[src/cidt_pkg.sv]
// Purpose: Shared constants and types for the instruction decode and timing block
// Assumes: 24-bit instruction words, 8-bit opcode field in bits 23:16
// Notes: Opcode class boundaries are a compact model of the class map
package cidt_pkg;
   // ----------------------------------------
   // Word geometry
   // ----------------------------------------
   localparam int CIDT_IW = 24;
   localparam int CIDT_OPW = 8;
   localparam int CIDT_OP_LSB = 16;
   localparam int CIDT_REGW = 4;
   localparam int CIDT_FW = 13;
   localparam int CIDT_LITW = 16;
   localparam int CIDT_PAW = 23;
   localparam int CIDT_CYCW = 2;
   // Second word of a two-word instruction has a zero opcode
   localparam logic [7:0] CIDT_OP_NOP = 8'h00;
   // Two-word opcodes (three of them)
   localparam logic [7:0] CIDT_OP_GOTO2 = 8'h04;
   localparam logic [7:0] CIDT_OP_CALL2 = 8'h02;
   localparam logic [7:0] CIDT_OP_DOLOOP = 8'h08;
   // Multi-cycle single-word opcodes
   localparam logic [7:0] CIDT_OP_RELJMP = 8'h37;
   localparam logic [7:0] CIDT_OP_RELJMP_CMP = 8'h01;
   localparam logic [7:0] CIDT_OP_IND_CALL = 8'h0C;
   localparam logic [7:0] CIDT_OP_IND_GOTO = 8'h0D;
   localparam logic [7:0] CIDT_OP_SUB_RET = 8'h06;
   localparam logic [7:0] CIDT_OP_INT_RET = 8'h07;
   localparam logic [7:0] CIDT_OP_DBL_MOVE = 8'hBE;
   localparam logic [7:0] CIDT_OP_TBL_LO = 8'hBA;
   localparam logic [7:0] CIDT_OP_TBL_HI = 8'hBB;
   // Conditional branch range and skip range
   localparam logic [7:0] CIDT_OP_CBR_LO = 8'h30;
   localparam logic [7:0] CIDT_OP_CBR_HI = 8'h36;
   localparam logic [7:0] CIDT_OP_SKIP_LO = 8'hA6;
   localparam logic [7:0] CIDT_OP_SKIP_HI = 8'hA7;
   // Class boundaries on the opcode
   localparam logic [7:0] CIDT_OP_LITMOV_LO = 8'h20;
   localparam logic [7:0] CIDT_OP_LITMOV_HI = 8'h2F;
   localparam logic [7:0] CIDT_OP_DEFAULT_WORKING_REG_LO = 8'h40;
   localparam logic [7:0] CIDT_OP_DEFAULT_WORKING_REG_HI = 8'h77;
   localparam logic [7:0] CIDT_OP_BIT_LO = 8'hA0;
   localparam logic [7:0] CIDT_OP_BIT_HI = 8'hAF;
   localparam logic [7:0] CIDT_OP_LITALU_LO = 8'hB0;
   localparam logic [7:0] CIDT_OP_LITALU_HI = 8'hB3;
   localparam logic [7:0] CIDT_OP_FILE_LO = 8'hB4;
   localparam logic [7:0] CIDT_OP_FILE_HI = 8'hB9;
   // Cycle counts
   localparam logic [1:0] CIDT_CYC1 = 2'h1;
   localparam logic [1:0] CIDT_CYC2 = 2'h2;
   localparam logic [1:0] CIDT_CYC3 = 2'h3;
   // Field positions inside the word
   localparam int CIDT_BASE_LSB = 15;
   localparam int CIDT_DEST_LSB = 7;
   localparam int CIDT_DMOD_LSB = 11;
   localparam int CIDT_SMOD_LSB = 4;
   localparam int CIDT_SRC_LSB = 0;
   localparam int CIDT_FSEL_BIT = 13;
   localparam int CIDT_BIT_LSB = 12;
   localparam int CIDT_BITIND_BIT = 11;
   localparam int CIDT_TBLMODE_LSB = 14;
   localparam int CIDT_LIT_LSB = 4;
   localparam int CIDT_ALULIT_LSB = 4;

   typedef enum logic [2:0] {
      CIDT_CLS_CTRL = 3'h0,
      CIDT_CLS_DEFAULT_WORKING_REG = 3'h1,
      CIDT_CLS_FILE = 3'h2,
      CIDT_CLS_BIT = 3'h3,
      CIDT_CLS_LITMOV = 3'h4,
      CIDT_CLS_LITALU = 3'h5
   } cidt_class_e;
endpackage

[src/cidt_timing.sv]
// Purpose: Cycle count for one decoded instruction
// Assumes: Opcode and condition inputs are valid in the same cycle
// Notes: Purely combinational
`timescale 1ns/1ps
module cidt_timing (
   input wire logic [7:0] i_opcode,
   input wire logic i_cond_true,
   input wire logic i_next_two_word,
   output logic o_two_word,
   output logic o_skip_op,
   output logic [1:0] o_cycles
);
   import cidt_pkg::*;

   // ----------------------------------------
   // Opcode tests
   // ----------------------------------------
   function automatic logic in_rng(input logic [7:0] op, input logic [7:0] lo, input logic [7:0] hi);
      in_rng = (op >= lo) && (op <= hi);
   endfunction

   logic is_multi;
   logic is_cond;

   // Classify timing kinds
   always_comb begin
      o_two_word = (i_opcode == CIDT_OP_GOTO2) || (i_opcode == CIDT_OP_CALL2)
                   || (i_opcode == CIDT_OP_DOLOOP);
      o_skip_op = in_rng(i_opcode, CIDT_OP_SKIP_LO, CIDT_OP_SKIP_HI);
      is_cond = in_rng(i_opcode, CIDT_OP_CBR_LO, CIDT_OP_CBR_HI);
      is_multi = (i_opcode == CIDT_OP_RELJMP) || (i_opcode == CIDT_OP_RELJMP_CMP)
                 || (i_opcode == CIDT_OP_IND_CALL) || (i_opcode == CIDT_OP_IND_GOTO)
                 || (i_opcode == CIDT_OP_TBL_LO) || (i_opcode == CIDT_OP_TBL_HI)
                 || (i_opcode == CIDT_OP_SUB_RET) || (i_opcode == CIDT_OP_INT_RET);
   end

   // Cycle count selection
   always_comb begin
      o_cycles = CIDT_CYC1;
      if (o_two_word) begin
         o_cycles = CIDT_CYC2;
      end else if (i_opcode == CIDT_OP_DBL_MOVE) begin
         o_cycles = CIDT_CYC2;
      end else if (i_opcode == CIDT_OP_SUB_RET || i_opcode == CIDT_OP_INT_RET) begin
         o_cycles = CIDT_CYC3;
      end else if (is_multi) begin
         o_cycles = CIDT_CYC2;
      end else if (o_skip_op && i_cond_true) begin
         o_cycles = i_next_two_word ? CIDT_CYC3 : CIDT_CYC2;
      end else if (is_cond && i_cond_true) begin
         o_cycles = CIDT_CYC2;
      end
   end
endmodule

[src/cidt_decoder.sv]
// Purpose: Instruction decode and cycle timing for fetched 24-bit words
// Assumes: One fetched word per cycle when i_valid, condition result supplied by datapath
// Notes: Holds o_cycles minus one wait cycles unless two-word, set by opcode, condition and next word; second words raise o_second_word, not o_nop_cycle
`timescale 1ns/1ps
module cidt_decoder (
   input wire logic i_mclk,
   input wire logic i_rst_n,
   input wire logic i_valid,
   input wire logic [cidt_pkg::CIDT_IW-1:0] i_instr,
   input wire logic i_cond_true,
   input wire logic i_next_two_word,
   output logic o_ready,
   output logic o_dec_valid,
   output cidt_pkg::cidt_class_e o_class,
   output logic [cidt_pkg::CIDT_OPW-1:0] o_opcode,
   output logic [cidt_pkg::CIDT_REGW-1:0] o_base_source_reg,
   output logic [cidt_pkg::CIDT_REGW-1:0] o_second_source_reg,
   output logic [2:0] o_src_mod,
   output logic [cidt_pkg::CIDT_REGW-1:0] o_destination_reg,
   output logic [2:0] o_dst_mod,
   output logic o_dst_valid,
   output logic [cidt_pkg::CIDT_FW-1:0] o_file_addr,
   output logic o_to_file,
   output logic [3:0] o_bit_pos,
   output logic o_bit_indirect,
   output logic [cidt_pkg::CIDT_LITW-1:0] o_literal,
   output logic [cidt_pkg::CIDT_PAW-1:0] o_prog_addr,
   output logic [1:0] o_tbl_mode,
   output logic o_two_word,
   output logic o_second_word,
   output logic [1:0] o_cycles,
   output logic o_nop_cycle
);
   import cidt_pkg::*;

   // ----------------------------------------
   // Helpers
   // ----------------------------------------
   function automatic logic in_rng(input logic [7:0] op, input logic [7:0] lo, input logic [7:0] hi);
      in_rng = (op >= lo) && (op <= hi);
   endfunction

   // Opcode to operand class
   function automatic cidt_class_e op_class(input logic [7:0] op);
      if (in_rng(op, CIDT_OP_DEFAULT_WORKING_REG_LO, CIDT_OP_DEFAULT_WORKING_REG_HI)) op_class = CIDT_CLS_DEFAULT_WORKING_REG;
      else if (in_rng(op, CIDT_OP_FILE_LO, CIDT_OP_FILE_HI)) op_class = CIDT_CLS_FILE;
      else if (in_rng(op, CIDT_OP_BIT_LO, CIDT_OP_BIT_HI)) op_class = CIDT_CLS_BIT;
      else if (in_rng(op, CIDT_OP_LITMOV_LO, CIDT_OP_LITMOV_HI)) op_class = CIDT_CLS_LITMOV;
      else if (in_rng(op, CIDT_OP_LITALU_LO, CIDT_OP_LITALU_HI)) op_class = CIDT_CLS_LITALU;
      else op_class = CIDT_CLS_CTRL;
   endfunction

   typedef enum logic [1:0] {
      CIDT_ST_IDLE = 2'b00,
      CIDT_ST_WAIT = 2'b01,
      CIDT_ST_WORD2 = 2'b11
   } cidt_state_e;

   // ----------------------------------------
   // Timing sub-block
   // ----------------------------------------
   logic [7:0] op;
   logic tw;
   logic skip_op;
   logic [1:0] cyc;

   assign op = i_instr[CIDT_OP_LSB +: CIDT_OPW];

   cidt_timing u_timing (
      .i_opcode(op),
      .i_cond_true(i_cond_true),
      .i_next_two_word(i_next_two_word),
      .o_two_word(tw),
      .o_skip_op(skip_op),
      .o_cycles(cyc)
   );

   // ----------------------------------------
   // Sequencer state
   // ----------------------------------------
   cidt_state_e state_r, state_nxt;
   logic [1:0] left_r, left_nxt;
   logic [CIDT_PAW-1:0] addr_hi_r, addr_hi_nxt;
   logic take;

   // Word accepted only when no cycles are owed
   assign o_ready = (state_r == CIDT_ST_IDLE) || (state_r == CIDT_ST_WORD2);
   assign take = i_valid && o_ready;

   // Next-state logic
   always_comb begin
      state_nxt = state_r;
      left_nxt = left_r;
      addr_hi_nxt = addr_hi_r;
      unique case (state_r)
         CIDT_ST_IDLE: begin
            if (take) begin
               if (tw) begin
                  state_nxt = CIDT_ST_WORD2;
                  addr_hi_nxt = {{(CIDT_PAW-16){1'b0}}, i_instr[15:0]};
               end else if (cyc != CIDT_CYC1) begin
                  state_nxt = CIDT_ST_WAIT;
                  left_nxt = cyc - CIDT_CYC1;
               end
            end
         end
         CIDT_ST_WAIT: begin
            left_nxt = left_r - 2'h1;
            if (left_r == 2'h1) begin
               state_nxt = CIDT_ST_IDLE;
            end
         end
         CIDT_ST_WORD2: begin
            if (take) begin
               state_nxt = CIDT_ST_IDLE;
            end
         end
         default: begin
            state_nxt = CIDT_ST_IDLE;
         end
      endcase
   end

   // State registers
   always_ff @(posedge i_mclk or negedge i_rst_n) begin
      if (!i_rst_n) begin
         state_r <= CIDT_ST_IDLE;
         left_r <= 2'h0;
         addr_hi_r <= '0;
      end else begin
         state_r <= state_nxt;
         left_r <= left_nxt;
         addr_hi_r <= addr_hi_nxt;
      end
   end

   // ----------------------------------------
   // Operand extraction
   // ----------------------------------------
   logic dv_nxt, tw_nxt, w2_nxt, tof_nxt, bind_nxt, dval_nxt, nop_nxt;
   cidt_class_e cls_nxt;
   logic [7:0] opc_nxt;
   logic [3:0] base_nxt, src_nxt, dst_nxt, bit_nxt;
   logic [2:0] smod_nxt, dmod_nxt;
   logic [CIDT_FW-1:0] f_nxt;
   logic [CIDT_LITW-1:0] lit_nxt;
   logic [CIDT_PAW-1:0] pa_nxt;
   logic [1:0] tm_nxt, cyc_nxt;

   // Decode the accepted word by its class
   always_comb begin
      dv_nxt = 1'b0;
      cls_nxt = o_class;
      opc_nxt = o_opcode;
      base_nxt = o_base_source_reg;
      src_nxt = o_second_source_reg;
      smod_nxt = o_src_mod;
      dst_nxt = o_destination_reg;
      dmod_nxt = o_dst_mod;
      dval_nxt = o_dst_valid;
      f_nxt = o_file_addr;
      tof_nxt = o_to_file;
      bit_nxt = o_bit_pos;
      bind_nxt = o_bit_indirect;
      lit_nxt = o_literal;
      pa_nxt = o_prog_addr;
      tm_nxt = o_tbl_mode;
      tw_nxt = o_two_word;
      w2_nxt = 1'b0;
      cyc_nxt = o_cycles;
      nop_nxt = (state_r == CIDT_ST_WAIT);
      if (take && state_r == CIDT_ST_WORD2) begin
         // Second word completes the 48-bit instruction
         dv_nxt = 1'b1;
         w2_nxt = 1'b1;
         pa_nxt = {i_instr[6:0], addr_hi_r[15:0]};
      end else if (take) begin
         dv_nxt = 1'b1;
         opc_nxt = op;
         cls_nxt = op_class(op);
         tw_nxt = tw;
         cyc_nxt = cyc;
         dval_nxt = 1'b0;
         bind_nxt = 1'b0;
         tof_nxt = 1'b0;
         nop_nxt = (op == CIDT_OP_NOP);
         unique case (op_class(op))
            CIDT_CLS_DEFAULT_WORKING_REG: begin
               base_nxt = i_instr[CIDT_BASE_LSB +: 4];
               src_nxt = i_instr[CIDT_SRC_LSB +: 4];
               smod_nxt = i_instr[CIDT_SMOD_LSB +: 3];
               dst_nxt = i_instr[CIDT_DEST_LSB +: 4];
               dmod_nxt = i_instr[CIDT_DMOD_LSB +: 3];
               dval_nxt = 1'b1;
            end
            CIDT_CLS_FILE: begin
               f_nxt = i_instr[CIDT_FW-1:0];
               tof_nxt = i_instr[CIDT_FSEL_BIT];
               dst_nxt = 4'h0;
               dval_nxt = !i_instr[CIDT_FSEL_BIT];
            end
            CIDT_CLS_BIT: begin
               src_nxt = i_instr[CIDT_SRC_LSB +: 4];
               smod_nxt = i_instr[CIDT_SMOD_LSB +: 3];
               f_nxt = i_instr[CIDT_FW-1:0];
               tof_nxt = skip_op;
               bind_nxt = i_instr[CIDT_BITIND_BIT];
               base_nxt = i_instr[CIDT_BASE_LSB +: 4];
               bit_nxt = i_instr[CIDT_BIT_LSB +: 4];
            end
            CIDT_CLS_LITMOV: begin
               lit_nxt = i_instr[CIDT_LIT_LSB +: CIDT_LITW];
               base_nxt = i_instr[3:0];
               f_nxt = i_instr[CIDT_FW-1:0];
            end
            CIDT_CLS_LITALU: begin
               base_nxt = i_instr[CIDT_BASE_LSB +: 4];
               lit_nxt = {11'h000, i_instr[CIDT_ALULIT_LSB +: 5]};
               dst_nxt = i_instr[CIDT_DEST_LSB +: 4];
               dmod_nxt = i_instr[CIDT_DMOD_LSB +: 3];
               dval_nxt = (i_instr[CIDT_DEST_LSB +: 4] != i_instr[CIDT_BASE_LSB +: 4]);
            end
            default: begin
               pa_nxt = {{(CIDT_PAW-16){1'b0}}, i_instr[15:0]};
               tm_nxt = i_instr[CIDT_TBLMODE_LSB +: 2];
            end
         endcase
      end
   end

   // Output registers
   always_ff @(posedge i_mclk or negedge i_rst_n) begin
      if (!i_rst_n) begin
         o_dec_valid <= 1'b0;
         o_class <= CIDT_CLS_CTRL;
         o_opcode <= 8'h00;
         o_base_source_reg <= 4'h0;
         o_second_source_reg <= 4'h0;
         o_src_mod <= 3'h0;
         o_destination_reg <= 4'h0;
         o_dst_mod <= 3'h0;
         o_dst_valid <= 1'b0;
         o_file_addr <= '0;
         o_to_file <= 1'b0;
         o_bit_pos <= 4'h0;
         o_bit_indirect <= 1'b0;
         o_literal <= '0;
         o_prog_addr <= '0;
         o_tbl_mode <= 2'h0;
         o_two_word <= 1'b0;
         o_second_word <= 1'b0;
         o_cycles <= CIDT_CYC1;
         o_nop_cycle <= 1'b0;
      end else begin
         o_dec_valid <= dv_nxt;
         o_class <= cls_nxt;
         o_opcode <= opc_nxt;
         o_base_source_reg <= base_nxt;
         o_second_source_reg <= src_nxt;
         o_src_mod <= smod_nxt;
         o_destination_reg <= dst_nxt;
         o_dst_mod <= dmod_nxt;
         o_dst_valid <= dval_nxt;
         o_file_addr <= f_nxt;
         o_to_file <= tof_nxt;
         o_bit_pos <= bit_nxt;
         o_bit_indirect <= bind_nxt;
         o_literal <= lit_nxt;
         o_prog_addr <= pa_nxt;
         o_tbl_mode <= tm_nxt;
         o_two_word <= tw_nxt;
         o_second_word <= w2_nxt;
         o_cycles <= cyc_nxt;
         o_nop_cycle <= nop_nxt;
      end
   end
endmodule

[config.mk]
export PLATFORM = sky130hd
export DESIGN_NAME = cidt_decoder
export DESIGN_NICKNAME = d
export VERILOG_FILES = /design/src/cidt_pkg.sv /design/src/cidt_timing.sv /design/src/cidt_decoder.sv
export SDC_FILE = /design/constraint.sdc
export NUM_CORES = 1
export LEC_CHECK = 0
export BUFFER_PORTS_ARGS = -buffer_cell sky130_fd_sc_hd__buf_4
export CORE_MARGIN = 2
export CORE_UTILIZATION = 53
export DETAILED_ROUTE_END_ITERATION = 8
export GPL_ROUTABILITY_DRIVEN = 0
export PLACE_DENSITY_LB_ADDON = 0.15
export SYNTH_ARGS = -nofsm -noshare
export SYNTH_HDL_FRONTEND = slang
export SYNTH_SLANG_ARGS = --single-unit
[constraint.sdc]
create_clock -name i_mclk -period 2.95 [get_ports i_mclk]
set_clock_uncertainty 0.1 [all_clocks]
set_input_delay 0.1475 -clock i_mclk [delete_from_list [all_inputs] [get_ports i_mclk]]
set_output_delay 0.1475 -clock i_mclk [all_outputs]
set_load 0.01 [all_outputs]
Word level (Yosys, flattened, before mapping)
Index checks and enable logic that the tools add are counted.
{ "op_classes": {"bitwise": 2, "mux": 38, "reduce_logical": 48, "n_lt_le_gt_ge": 14, "eq_ne": 29, "n_addsub": 2} }
{ "op_table": {"columns": ["operator", "count"], "rows": [
  ["$mux 23", 3],
  ["$ge 8x8->1 const B", 4],
  ["$le 8x8->1 const B", 4],
  ["$pmux 16 s2", 1],
  ["$mux 2", 14],
  ["$reduce_and 3->1", 9],
  ["$eq 8x3->1 const B", 3],
  ["$eq 8x4->1 const B", 3],
  ["$eq 8x8->1 const B", 3],
  ["$mux 3", 7],
  ["$ge 8x6->1 const B", 2],
  ["$le 8x6->1 const B", 2],
  ["$pmux 4 s2", 2],
  ["$logic_and 1x1->1", 11],
  ["$logic_or 1x1->1", 11],
  ["$reduce_bool 2->1", 5],
  ["$eq 8x1->1 const B", 1],
  ["$eq 8x2->1 const B", 1],
  ["$eq 8x6->1 const B", 1],
  ["$ge 8x7->1 const B", 1],
  ["$le 8x7->1 const B", 1],
  ["$logic_not 8->1", 1],
  ["$ne 2x2->1 const B", 4],
  ["$reduce_and 4->1", 2],
  ["21 further kinds", 37]
]} }
{ "totals": {"elab_cells": 156, "out_inout_bits": 97, "ff_bits": 116} }

Depth between registers and ports, before layout
Gate-level depths: netlist (run 1).
{ "logic_depth": {"depth_word": 17, "ltp_mapped": 12, "mapped_depth_nobuf": 10} }

Cells and area by module
From an unflattened synthesis (run 1), not the netlist that was laid out.
{ "unflattened": {"hier_cells": 471, "area_unflattened_um2": 5358.9} }
{ "modules_own_cells": {"columns": ["module", "cells_each", "instances", "seq_area_each_um2", "area_each_um2"], "rows": [
  ["cidt_decoder", 437, 1, 2904.0, 5167.5],
  ["cidt_timing", 34, 1, 0.0, 191.4]
]} }

Least setup slack after synthesis (run 1)
No wires, ideal clock.
{ "synth_timing": {"path_kind": "input port to flip-flop", "from": "in i_instr[20] (netlist bit)", "to": "reg left_r[1]", "cell_stages": 10, "n_path_buf": 1, "setup_slack_ns": 0.434, "setup_time_ns": 0.126, "t_arrival_ns": 2.290, "t_required_ns": 2.724, "cell_sequence": "buf_6 > or4_4 > a2111o_1 > nand4_1 > o31a_1 > inv_1 > ha_1 > nor2_1 > a21boi_2 > a221o_1"} }
{ "synth_via": {"elab_chain_len": 17} }
{ "synth_lines": {"columns": ["element", "line_no", "source"], "rows": [
  ["start: declaration", "cidt_decoder.sv:9", "input wire logic [cidt_pkg::CIDT_IW-1:0] i_instr,"],
  ["parallel branches: the longest is 11 deep, another holds $ge 8x6->1", null, null],
  ["$mux 2 (*)", "cidt_timing.sv:40", "if (o_two_word) begin"],
  ["via cyc[0]", "cidt_decoder.sv:65", "logic [1:0] cyc;"],
  ["$sub 2x1->2", "cidt_decoder.sv:103", "left_nxt = cyc - CIDT_CYC1;"],
  ["$mux 2", "cidt_decoder.sv:101", "end else if (cyc != CIDT_CYC1) begin"],
  ["$mux 2", "cidt_decoder.sv:98", "if (tw) begin"],
  ["$mux 2", "cidt_decoder.sv:97", "if (take) begin"],
  ["$pmux 2 s2", "cidt_decoder.sv:95", "unique case (state_r)"],
  ["end signal: assignment", "cidt_decoder.sv:132", "left_r <= left_nxt;"],
  ["end: declaration", "cidt_decoder.sv:82", "logic [1:0] left_r, left_nxt;"]
]} }
Mark *: on every way through the listed nets, which the timed path passes. The select of a mux whose other input is x is not followed.
A chain may end at the register's enable or synchronous reset.

Final worst setup path (run 1)
{ "layout_timing": {"from": "in i_instr[20] (netlist bit)", "to": "reg left_r[0]"} }
Same word-level chain as after synthesis.

==> metrics.cfg, run 1 <==
[cts]
clk_pin_slew_ns=0.06
clock_tree.htree_level_count=4
clkLatencyLatePin_ns=0.51
cts_made_buffers=17
clock-sinks=116
clock_tree.buffer_depth=2
clk_root_buffer_cell=clkbuf_8
cts_tree=done
postCtsSetupBuffers=0

[timing]
setup_repair_after_global_routing_missed_its_margin=false
max_clock_freq_mhz=361
timing.max_slew.rel_slack_pct=42.1
worst_slew_pin_slew_ns=0.868
totalNegativeSetupSlack_ns=0
timing.final.crit_share_pct=93.9
period_minus_slack_ns=2.77
finalHoldViolCount=0
slew_violations=0
finalSetupViolations=0

[yosys]
yosys_warnings=0
synth.avg_cell_area_um2=12.4
synth_edf_count=0
syn_nets=448
postSynthRegisterBits=116
synth_async_sr_flop_share_pct=100
mappedNetlistArea_mm2=0.00512
synth_sequential_area_ratio_pct=56.7
yosys_most_used_dff=dfrtp_1
ys_types=63
post_synth_inst_count=414

[cells_and_area]
largest_register=o_prog_addr
antenna_cells=0
largest_registers_in_the_final_layout=o_prog_addr: 23 flops, addr_hi_r: 16 flops, o_literal: 16 flops
fillCellCount=623
flow.area_growth_from_synthesis_pct=38.0
post_route_cells_drive_above_1_share_pct=44.6
mostFrequentLayoutCell=buf_4
largest_reg_flops=23
stdcell_area_mm2=0.00707
final_cell_mix=buf_4 (134), dfrtp_1 (115), nand2_1 (44)
finalNetCount=607

[critical_path]
crit_chain=dlygate4sd3_1 -> buf_4 -> or4_4 -> a2111o_1 -> nand4_1 -> o31a_1 -> inv_1 -> ha_1 -> nor2_2 -> a21boi_2 -> o221ai_1 -> o41ai_2
r2r_cells=6
timing.rr.end=o_dst_mod[2]
path_class=input port to register
cp-start-kind=input port
endpoint_kind=register
max_stage_delay_ns=0.56
cp_data_arrival_time_ns=3.05
cell_type_of_the_slowest_stage_on_the_worst_timing_path=or4_4
crit_family=compound AO/OA/AOI/OAI gates
crit_fanout=18
path_buf_inv=3
crit_required_ns=3.23
rr_startpoint=state_r[0]
flop2flop_setup_slack_ns=0.44

[detailed_routing]
via_count=4074
post_drt_wl_per_cell_um=18.8
vias_per_cell=5.71
number_of_iterations_in_the_first_detailed_routing_pass=5
drtAntennaViolNets=0
wl_mm=13.4
drcViolationCount=0
first_iter_violations=252

[global_route]
grt-ovfl-total=0
first_global_vias=4005
grt_first_pass_wirelength_mm=21.3
grt_max_degree=68
antenna_found_initial=0
gr-usage-all-layers_pct=26.9

[placement]
postPlaceCellArea_mm2=0.00619
port_buffers=125
hpwlAfterDp_mm=8.74

[pwr]
power.share.combinational_pct=32.6
power_report.internal_total_w=0.00485
sequential_fraction_of_design_power_pct=36.7
finalPower_w=0.00693
p_switching_w=0.00209
power_leakage_nw=3.35
switching_share_pct=30.1
cell_area_power_density_mw_per_mm2=981
vdd.ir_drop.worst_v=0.000536
clkPwrFrac_pct=30.7

[outcome]
outcome=finished clean

[floorplanning]
floorplan_row_count=35
initial_utilization_pct=54.9
dieHeight_um=102
io_pins=126
placeableCoreArea_mm2=0.00933
die_area_mm2=0.0105
die_w_um=102

[hold_path]
whs_path_depth=4
worst_hold_path_type=input port to register
holdCritStartpoint=i_next_two_word
hold_end=o_cycles[0]

[flow_run]
cap_viol_max_count=0

==> power groups by stage <==
stage               clock network (W)  registers, W  logic (W)
floorplan                           0       0.00274   0.000854
CTS                           0.00215       0.00254    0.00228
global placement                    0       0.00252    0.00217
detailed placement                  0       0.00256    0.00224
global route                  0.00223       0.00261    0.00244
finish                        0.00213       0.00255    0.00226
==> synth_stat cells, drive strengths merged (3+ instances only) <==
cell | instances | area (um^2)
mux2 | 50 | 601
nor2b | 5 | 31.3
o31ai | 3 | 27.5
o21ai | 10 | 50.1
a21o | 4 | 30.0
nand3b | 3 | 22.5
a22o | 23 | 201
or2 | 18 | 113
a21oi | 12 | 63.8
o221a | 16 | 180
xor2 | 4 | 35.0
nand4 | 3 | 18.8
ha | 5 | 62.6
clkbuf | 10 | 38.8
nand3 | 3 | 15.0
nor2 | 18 | 77.6
nor3 | 6 | 35.0
dfrtp | 115 | 2880
nand2 | 44 | 165
nor4 | 3 | 18.8
buf | 12 | 87.6
o22ai | 5 | 31.3
inv | 8 | 30.0
nand2b | 3 | 18.8
==> layer usage <==
| layer | GRT usage (%) | vias up | part of all wire [%] |
|---|---|---|---|
| met5 | 0 | - | 0 |
| met4 | 9.64 | 0 | 1.4 |
| met3 | 5.95 | 17 | 6.4 |
| met2 | 42.2 | 177 | 49 |
| met1 | 37.4 | 2048 | 43 |
| li1 | - | 1832 | - |
==> worst reg2reg max path: stages, from the launching register on <==
cell     delay (ns)
dfrtp_1        0.42
inv_1          0.07
ha_1           0.32
nor2b_1        0.20
nand2_1        0.31
nor3_2         0.58
mux2_2         0.39
==> metrics by stage <==
step	setup WS [ns]	std cells	hold slack, ns	util [%]
floorplan	0.434	414	-0.248	-
global placement	0.267	656	0.208	66.3
detailed placement	0.178	656	0.218	66.3
CTS	0.150	714	0.133	75.7
global route	0.0629	714	0.164	75.8
finish	0.181	714	0.153	75.8
==> worst max path at each step <==
stage,from,endpoint,cells past startpoint
6_report,i_instr[20],left_r[0],12
5_1_grt,i_instr[20],left_r[0],12
4_1_cts,i_instr[20],left_r[0],12
3_5_place_dp,i_instr[20],left_r[0],11
3_3_place_gp,i_instr[20],left_r[1],10
2_1_floorplan,i_instr[20],left_r[1],10
==> cell families after synthesis <==
family | synth area share [%]
AND/OR/NAND/NOR | 11.6
XOR/XNOR | 0.855
adder cells (fa/ha/maj) | 1.22
buffers and inverters | 3.13
flip-flops | 56.7
multiplexers | 11.7
AO/OA/AOI/OAI | 14.8
==> what timing repair did <==
| action | 4_1_cts | 5_1_grt |
|---|---|---|
| endpoints found under the setup margin | 0 | 2 |
| hold buffers | 27 | 0 |
| hold endpoints to repair | 172 | 0 |
| gates resized for setup | 0 | 1 |
==> cell type report <==
| type | count | area [um^2] | share of cell area (%) |
|---|---|---|---|
| sequential | 116 | 2900 | 41.1 |
| multi-input combinational | 267 | 2060 | 29.2 |
| timing repair buffer | 162 | 1300 | 18.3 |
| clock buffer | 19 | 432 | 6.11 |
| clock inverter | 12 | 178 | 2.51 |
| tap | 129 | 161 | 2.28 |
| inverter | 9 | 33.8 | 0.478 |
No activity file was read; power rests on OpenSTA's default activity.
==> inputs of run 2 (changes only) <==
- ABC_AREA: unset -> 1
- CORE_UTILIZATION: 53 -> 30
- CTS_CLUSTER_SIZE: unset -> 28
==> metrics.cfg, run 2 <==
[outcome]
outcome=finished clean

[floorplanning]
die_area_mm2=0.0179  ; +71%
io_pins=126  ; unchanged
dieHeight_um=134  ; +31%
floorplan_row_count=47  ; +34%
die_w_um=134  ; +31%
initial_utilization_pct=30.7  ; -24 points
placeableCoreArea_mm2=0.0165  ; +77%

[critical_path]
crit_fanout=25  ; +7
cp_data_arrival_time_ns=2.72  ; -0.33 ns
endpoint_kind=register
crit_required_ns=3.15  ; -0.08 ns
cp-start-kind=register
path_class=register to register
rr_startpoint=state_r[0]
worstSetupStartpoint=state_r[0]

[placement]
pre_cts_ws_ns=0.435  ; +0.257 ns
hpwlAfterDp_mm=10.6  ; +22%
port_buffers=125  ; unchanged

[detailed_routing]
wl_mm=14.9  ; +11%
post_drt_wl_per_cell_um=15.8  ; -16%
vias_per_cell=4.66  ; -18%
number_of_iterations_in_the_first_detailed_routing_pass=4  ; -1
via_count=4406  ; +8.1%
drtAntennaViolNets=0  ; unchanged
drcViolationCount=0  ; unchanged
first_iter_violations=249  ; -1.2%

[global_route]
grt_first_pass_wirelength_mm=24.3  ; +14%
first_global_vias=4521  ; +13%
grt-ovfl-total=0  ; unchanged
grt_max_degree=62  ; -8.8%
gr-usage-all-layers_pct=17.5  ; -9.5 points
antenna_found_initial=0  ; unchanged

[cells_and_area]
flow.area_growth_from_synthesis_pct=36.5
largest_reg_flops=23  ; unchanged
largest_register=o_prog_addr
mostFrequentLayoutCell=nand2_1
antenna_cells=0  ; unchanged
final_cell_mix=nand2_1 (173), buf_4 (128), dfrtp_1 (115)
fin_util_pct=41.8  ; -34 points
finalNetCount=747  ; +23%
largest_registers_in_the_final_layout=o_prog_addr: 23 flops, addr_hi_r: 16 flops, o_literal: 16 flops
post_route_cells_drive_above_1_share_pct=24.8  ; -20 points

[timing]
finalHoldViolCount=0  ; unchanged
setup_repair_after_global_routing_missed_its_margin=false
slew_violations=0  ; unchanged
period_minus_slack_ns=2.52  ; -0.253 ns
max_clock_freq_mhz=397  ; +10%
worst_slew_pin_slew_ns=0.855  ; -0.0135 ns
timing.final.crit_share_pct=85.3  ; -8.6 points
timing.max_slew.rel_slack_pct=43.0  ; +0.84 points
totalNegativeSetupSlack_ns=0  ; unchanged
final.hold.worst_slack_ns=0.00411  ; -0.149 ns
finalSetupViolations=0  ; unchanged
setup_ws_ns=0.434  ; +0.253 ns

[cts]
clk_pin_slew_ns=0.05  ; about the same
clock-sinks=116  ; unchanged
cts_tree=done
cts_made_buffers=17  ; unchanged
clock_tree.buffer_depth=2  ; unchanged
clkLatencyLatePin_ns=0.42  ; -0.09 ns
clock_tree.htree_level_count=4  ; unchanged
clk_root_buffer_cell=clkbuf_16

[yosys]
synth.avg_cell_area_um2=8.75  ; -29%
synth_sequential_area_ratio_pct=57.3  ; +0.62 points
post_synth_main_area_contributors=dfrtp_1 (57%), nand2_1 (13%), o21ai_0 (8.4%)
synth_edf_count=0  ; unchanged
synthTopCellsByCount=nand2_1 (173), dfrtp_1 (115), o21ai_0 (85), inv_1 (44), nand3_1 (44)
post-synth-top-count-cell=nand2_1
netlist.top_cell.by_area=dfrtp_1
yosysTopAreaCellShare_pct=56.8  ; +0.61 points
combinational_family_with_the_most_area_after_synthesis=simple AND/OR/NAND/NOR gates
postSynthRegisterBits=116  ; unchanged
synth_async_sr_flop_share_pct=100  ; unchanged
synth_simple_gate_area_share_pct=22.0  ; +10 points
xor_xnor_share_of_the_synthesized_area_pct=0.692  ; -0.16 points
post_synth_mux_area_share_pct=0  ; -12 points
synth_compound_gate_area_share_pct=12.9  ; -1.9 points
yosys_most_used_dff=dfrtp_1
syn_nets=613  ; +37%
post_synth_inst_count=579  ; +40%
yosys_warnings=0  ; unchanged
mappedNetlistArea_mm2=0.00507  ; -1.1%
ys_types=32  ; -49%
yosys.area_share.adder_pct=1.23  ; +0.013 points

[pwr]
power_leakage_nw=3.49  ; +4.3%
vdd.ir_drop.worst_v=0.000453  ; -16%
cell_area_power_density_mw_per_mm2=997  ; +1.6%

[hold_path]
worst_hold_path_type=input port to register
holdCritStartpoint=i_instr[4]

[flow_run]
cap_viol_max_count=0  ; unchanged

run 2: kinds of logic (layout without fill, tap and decap cells):
kind of cell,Yosys count,in the layout
buf+inv,71,218
simple gates,260,260
flops,116,116
xor+xnor,4,4
fa+ha+maj,5,5
compound gates,123,123
run 2: metal layers:
layer,up-vias,GRT usage [%],part of all wire [%]
met5,-,0,0
met1,2101,23.9,48
met2,116,26.8,46
met3,20,4.01,4.8
li1,2169,-,-
met4,0,7.27,1.9
run 2: worst paths after layout:
check,depth (start not counted),endpoint,slack [ns]
worst min-delay path,3,o_literal[0],0.004
min in group asynchronous,2,o_opcode[1],0.25
max in group asynchronous,3,o_literal[0],1.69
worst min register to register,2,addr_hi_r[5],0.38
worst max register to register,11,o_base_source_reg[3],0.43
worst max-delay path,11,o_base_source_reg[3],0.43
run 2: per-stage QoR:
step | power [W] | cell area [um^2] | cells
finish | 0.00689 | 6910 | 946
global route | 0.00732 | 6910 | 946
CTS | 0.00697 | 6910 | 946
detailed placement | 0.00479 | 6200 | 905
global placement | 0.00474 | 6200 | 905
floorplan | 0.00353 | 5070 | 579
run 2: repair_timing:
item,in CTS,in global routing
hold buffers,9,0
buffers inserted,0,0
resized for setup,0,0
endpoints found under the hold margin,64,0
run 2: area by class of cell:
class,count,area [um^2]
Clock buffer,21,470
Clock inverter,11,149
Fill cell,1659,9610
Inverter,48,180
Multi-Input combinational cell,392,1860
Sequential cell,116,2900
Tap cell,220,275
Timing Repair Buffer,138,1070
run 2: worst max-delay path: stages, from the launching register on:
cell	delay, ns
dfrtp_1	0.37
inv_1	0.07
ha_1	0.29
inv_1	0.07
nand2_1	0.09
nor2_2	0.34
inv_1	0.27
nor2_1	0.19
inv_2	0.19
nand2_2	0.19
o211ai_1	0.11
o21a_1	0.12
run 2: where the power goes:
| group | switching [W] | internal, W |
|---|---|---|
| Sequential | 0.000401 | 0.00220 |
| Combinational | 0.00110 | 0.00105 |
| Clock | 0.000752 | 0.00140 |
| Total | 0.00225 | 0.00464 |
==> inputs of run 3 (changes only) <==
- CORE_MARGIN: 2 -> 4
==> metrics.cfg, run 3 (synthesized netlist as in run 2, its figures left out) <==
[hold_path]
whs_path_depth=3  ; unchanged
holdCritStartpoint=i_instr[20]
hold_end=o_opcode[4]
worst_hold_path_type=input port to register

[timing]
max_clock_freq_mhz=401  ; +1.0%
setup_ws_ns=0.459  ; +0.0254 ns
slew_violations=0  ; unchanged
timing.final.crit_share_pct=84.4  ; -0.86 points
finalHoldViolCount=0  ; unchanged
finalSetupViolations=0  ; unchanged
period_minus_slack_ns=2.49  ; -0.0254 ns
timing.max_slew.rel_slack_pct=46.7  ; +3.7 points
setup_repair_after_global_routing_missed_its_margin=false
totalNegativeSetupSlack_ns=0  ; unchanged
worst_slew_pin_slew_ns=0.799  ; -0.0559 ns

[cts]
cts_tree=done
clock_tree.buffer_depth=2  ; unchanged
clock-sinks=116  ; unchanged
postCtsSetupBuffers=0  ; unchanged
cts_made_buffers=17  ; unchanged
clk_root_buffer_cell=clkbuf_16
clk_pin_slew_ns=0.05  ; about the same
clkLatencyLatePin_ns=0.40  ; -0.02 ns
clock_tree.htree_level_count=4  ; unchanged

[cells_and_area]
mostFrequentLayoutCell=nand2_1
antenna_cells=0  ; unchanged
flow.area_growth_from_synthesis_pct=35.9
finalNetCount=753  ; +0.80%
largest_reg_flops=23  ; unchanged
largest_registers_in_the_final_layout=o_prog_addr: 23 flops, addr_hi_r: 16 flops, o_literal: 16 flops
largest_register=o_prog_addr
final_cell_mix=nand2_1 (173), buf_4 (132), dfrtp_1 (115)
post_route_cells_drive_above_1_share_pct=23.9  ; -0.89 points

[pwr]
p_switching_w=0.00216  ; -3.9%
power_leakage_nw=3.48  ; -0.20%
clkPwrFrac_pct=28.8  ; -2.4 points
switching_share_pct=32.4  ; -0.24 points
sequential_fraction_of_design_power_pct=39.0  ; +1.3 points
power_report.internal_total_w=0.00451  ; -2.9%
power.share.combinational_pct=32.2  ; +1.1 points
vdd.ir_drop.worst_v=0.000493  ; +8.9%
cell_area_power_density_mw_per_mm2=969  ; -2.8%

[floorplanning]
floorplan_row_count=47  ; unchanged
dieHeight_um=138  ; +3.0%
placeableCoreArea_mm2=0.0166  ; +0.36%
die_w_um=138  ; +3.0%
io_pins=126  ; unchanged
initial_utilization_pct=30.5  ; -0.11 points
die_area_mm2=0.0190  ; +6.1%

[detailed_routing]
wl_mm=15.1  ; +1.2%
post_drt_wl_per_cell_um=15.8  ; +0.56%
number_of_iterations_in_the_first_detailed_routing_pass=4  ; unchanged
drcViolationCount=0  ; unchanged
vias_per_cell=4.63  ; -0.54%
via_count=4410  ; +0.091%
drtAntennaViolNets=0  ; unchanged
first_iter_violations=277  ; +11%

[critical_path]
r2r_cells=11  ; unchanged
cp_data_arrival_time_ns=2.71  ; about the same
flop2flop_setup_slack_ns=0.60  ; +0.17 ns
timing.rr.end=o_literal[10]
rr_startpoint=state_r[0]
crit_required_ns=3.17  ; +0.02 ns
endpoint_kind=register
cp-start-kind=input port
path_class=input port to register
crit_fanout=4  ; -84%
worstSetupStartpoint=i_instr[23]

[placement]
hpwlAfterDp_mm=10.9  ; +2.9%
pre_cts_ws_ns=0.579  ; +0.144 ns
port_buffers=125  ; unchanged

[global_route]
grt_first_pass_wirelength_mm=23.9  ; -1.7%
grt-ovfl-total=0  ; unchanged
grt_max_degree=58  ; -6.5%
gr-usage-all-layers_pct=16.5  ; -1.0 points
antenna_found_initial=0  ; unchanged
first_global_vias=4413  ; -2.4%

[outcome]
outcome=finished clean

[flow_run]
cap_viol_max_count=0  ; unchanged

## run 3: cell types whose count changed in the layout (fill, tap and decap cells not counted)
cell | previous run | this run
buf_12 | 1 | 0
buf_4 | 128 | 132
bufinv_16 | 3 | 2
clkbuf_1 | 1 | 9
clkbuf_8 | 3 | 1
clkinv_2 | 2 | 3
clkinv_4 | 1 | 0
clkinvlp_4 | 3 | 0
dlygate4sd3_1 | 9 | 12
inv_6 | 2 | 0
## run 3: repair_timing
item                      4_1_cts  5_1_grt
resized for setup               0        0
hold buffers                   12        0
hold endpoints to repair       66        0
## run 3: layer usage
layer	GRT usage [%]	wire, um
met1	22.3	7060
met2	25.5	7000
met5	0	0
met3	4.61	844
met4	5.76	176
## run 3: power groups by stage
stage               registers [W]  clock network [W]  logic [W]
floorplan                 0.00278                  0   0.000749
global placement          0.00261                  0    0.00213
detailed placement        0.00261                  0    0.00218
CTS                       0.00260            0.00197    0.00220
global route              0.00267            0.00205    0.00240
finish                    0.00260            0.00192    0.00215
## run 3: final cells by class
type                            count  area [um^2]
Fill cell                        1676         9700
Timing Repair Buffer              144         1110
Sequential cell                   116         2900
Tap cell                          220          275
Clock inverter                      5         75.1
Clock buffer                       27          473
Inverter                           48          180
Multi-Input combinational cell    392         1860
## run 3: worst max path at each step
stage                   endpoint  slack, ns
finish                 left_r[1]       0.46
global route           left_r[1]       0.15
CTS                    left_r[1]       0.50
detailed placement  o_literal[7]       0.58
global placement       left_r[1]       0.68
floorplan           o_bit_pos[1]       0.90
## run 3: critical path, stage by stage
cell	delay (ns)
dlygate4sd3_1	0.53
buf_4	0.13
inv_1	0.08
nor2_1	0.13
nand3_1	0.22
nor2_1	0.26
nand4_1	0.13
nand3_1	0.08
nand2_1	0.06
nand2_1	0.11
inv_1	0.06
ha_1	0.19
a211oi_1	0.21
nand2_1	0.10
inv_1	0.10
nor2_1	0.05
a31oi_1	0.13
## run 3: stage by stage
step / instances / power, W / instance area (um^2) / util, % / hold WS [ns]
4_1_cts: 952 / 0.00677 / 6880 / 41.5 / 0.0123
3_5_place_dp: 908 / 0.00479 / 6210 / 37.5 / 0.156
5_1_grt: 952 / 0.00713 / 6880 / 41.5 / 0.0160
6_report: 952 / 0.00667 / 6880 / 41.5 / 0.0232
3_3_place_gp: 908 / 0.00474 / 6210 / 37.5 / 0.156
2_1_floorplan: 579 / 0.00353 / 5070 / - / -0.248
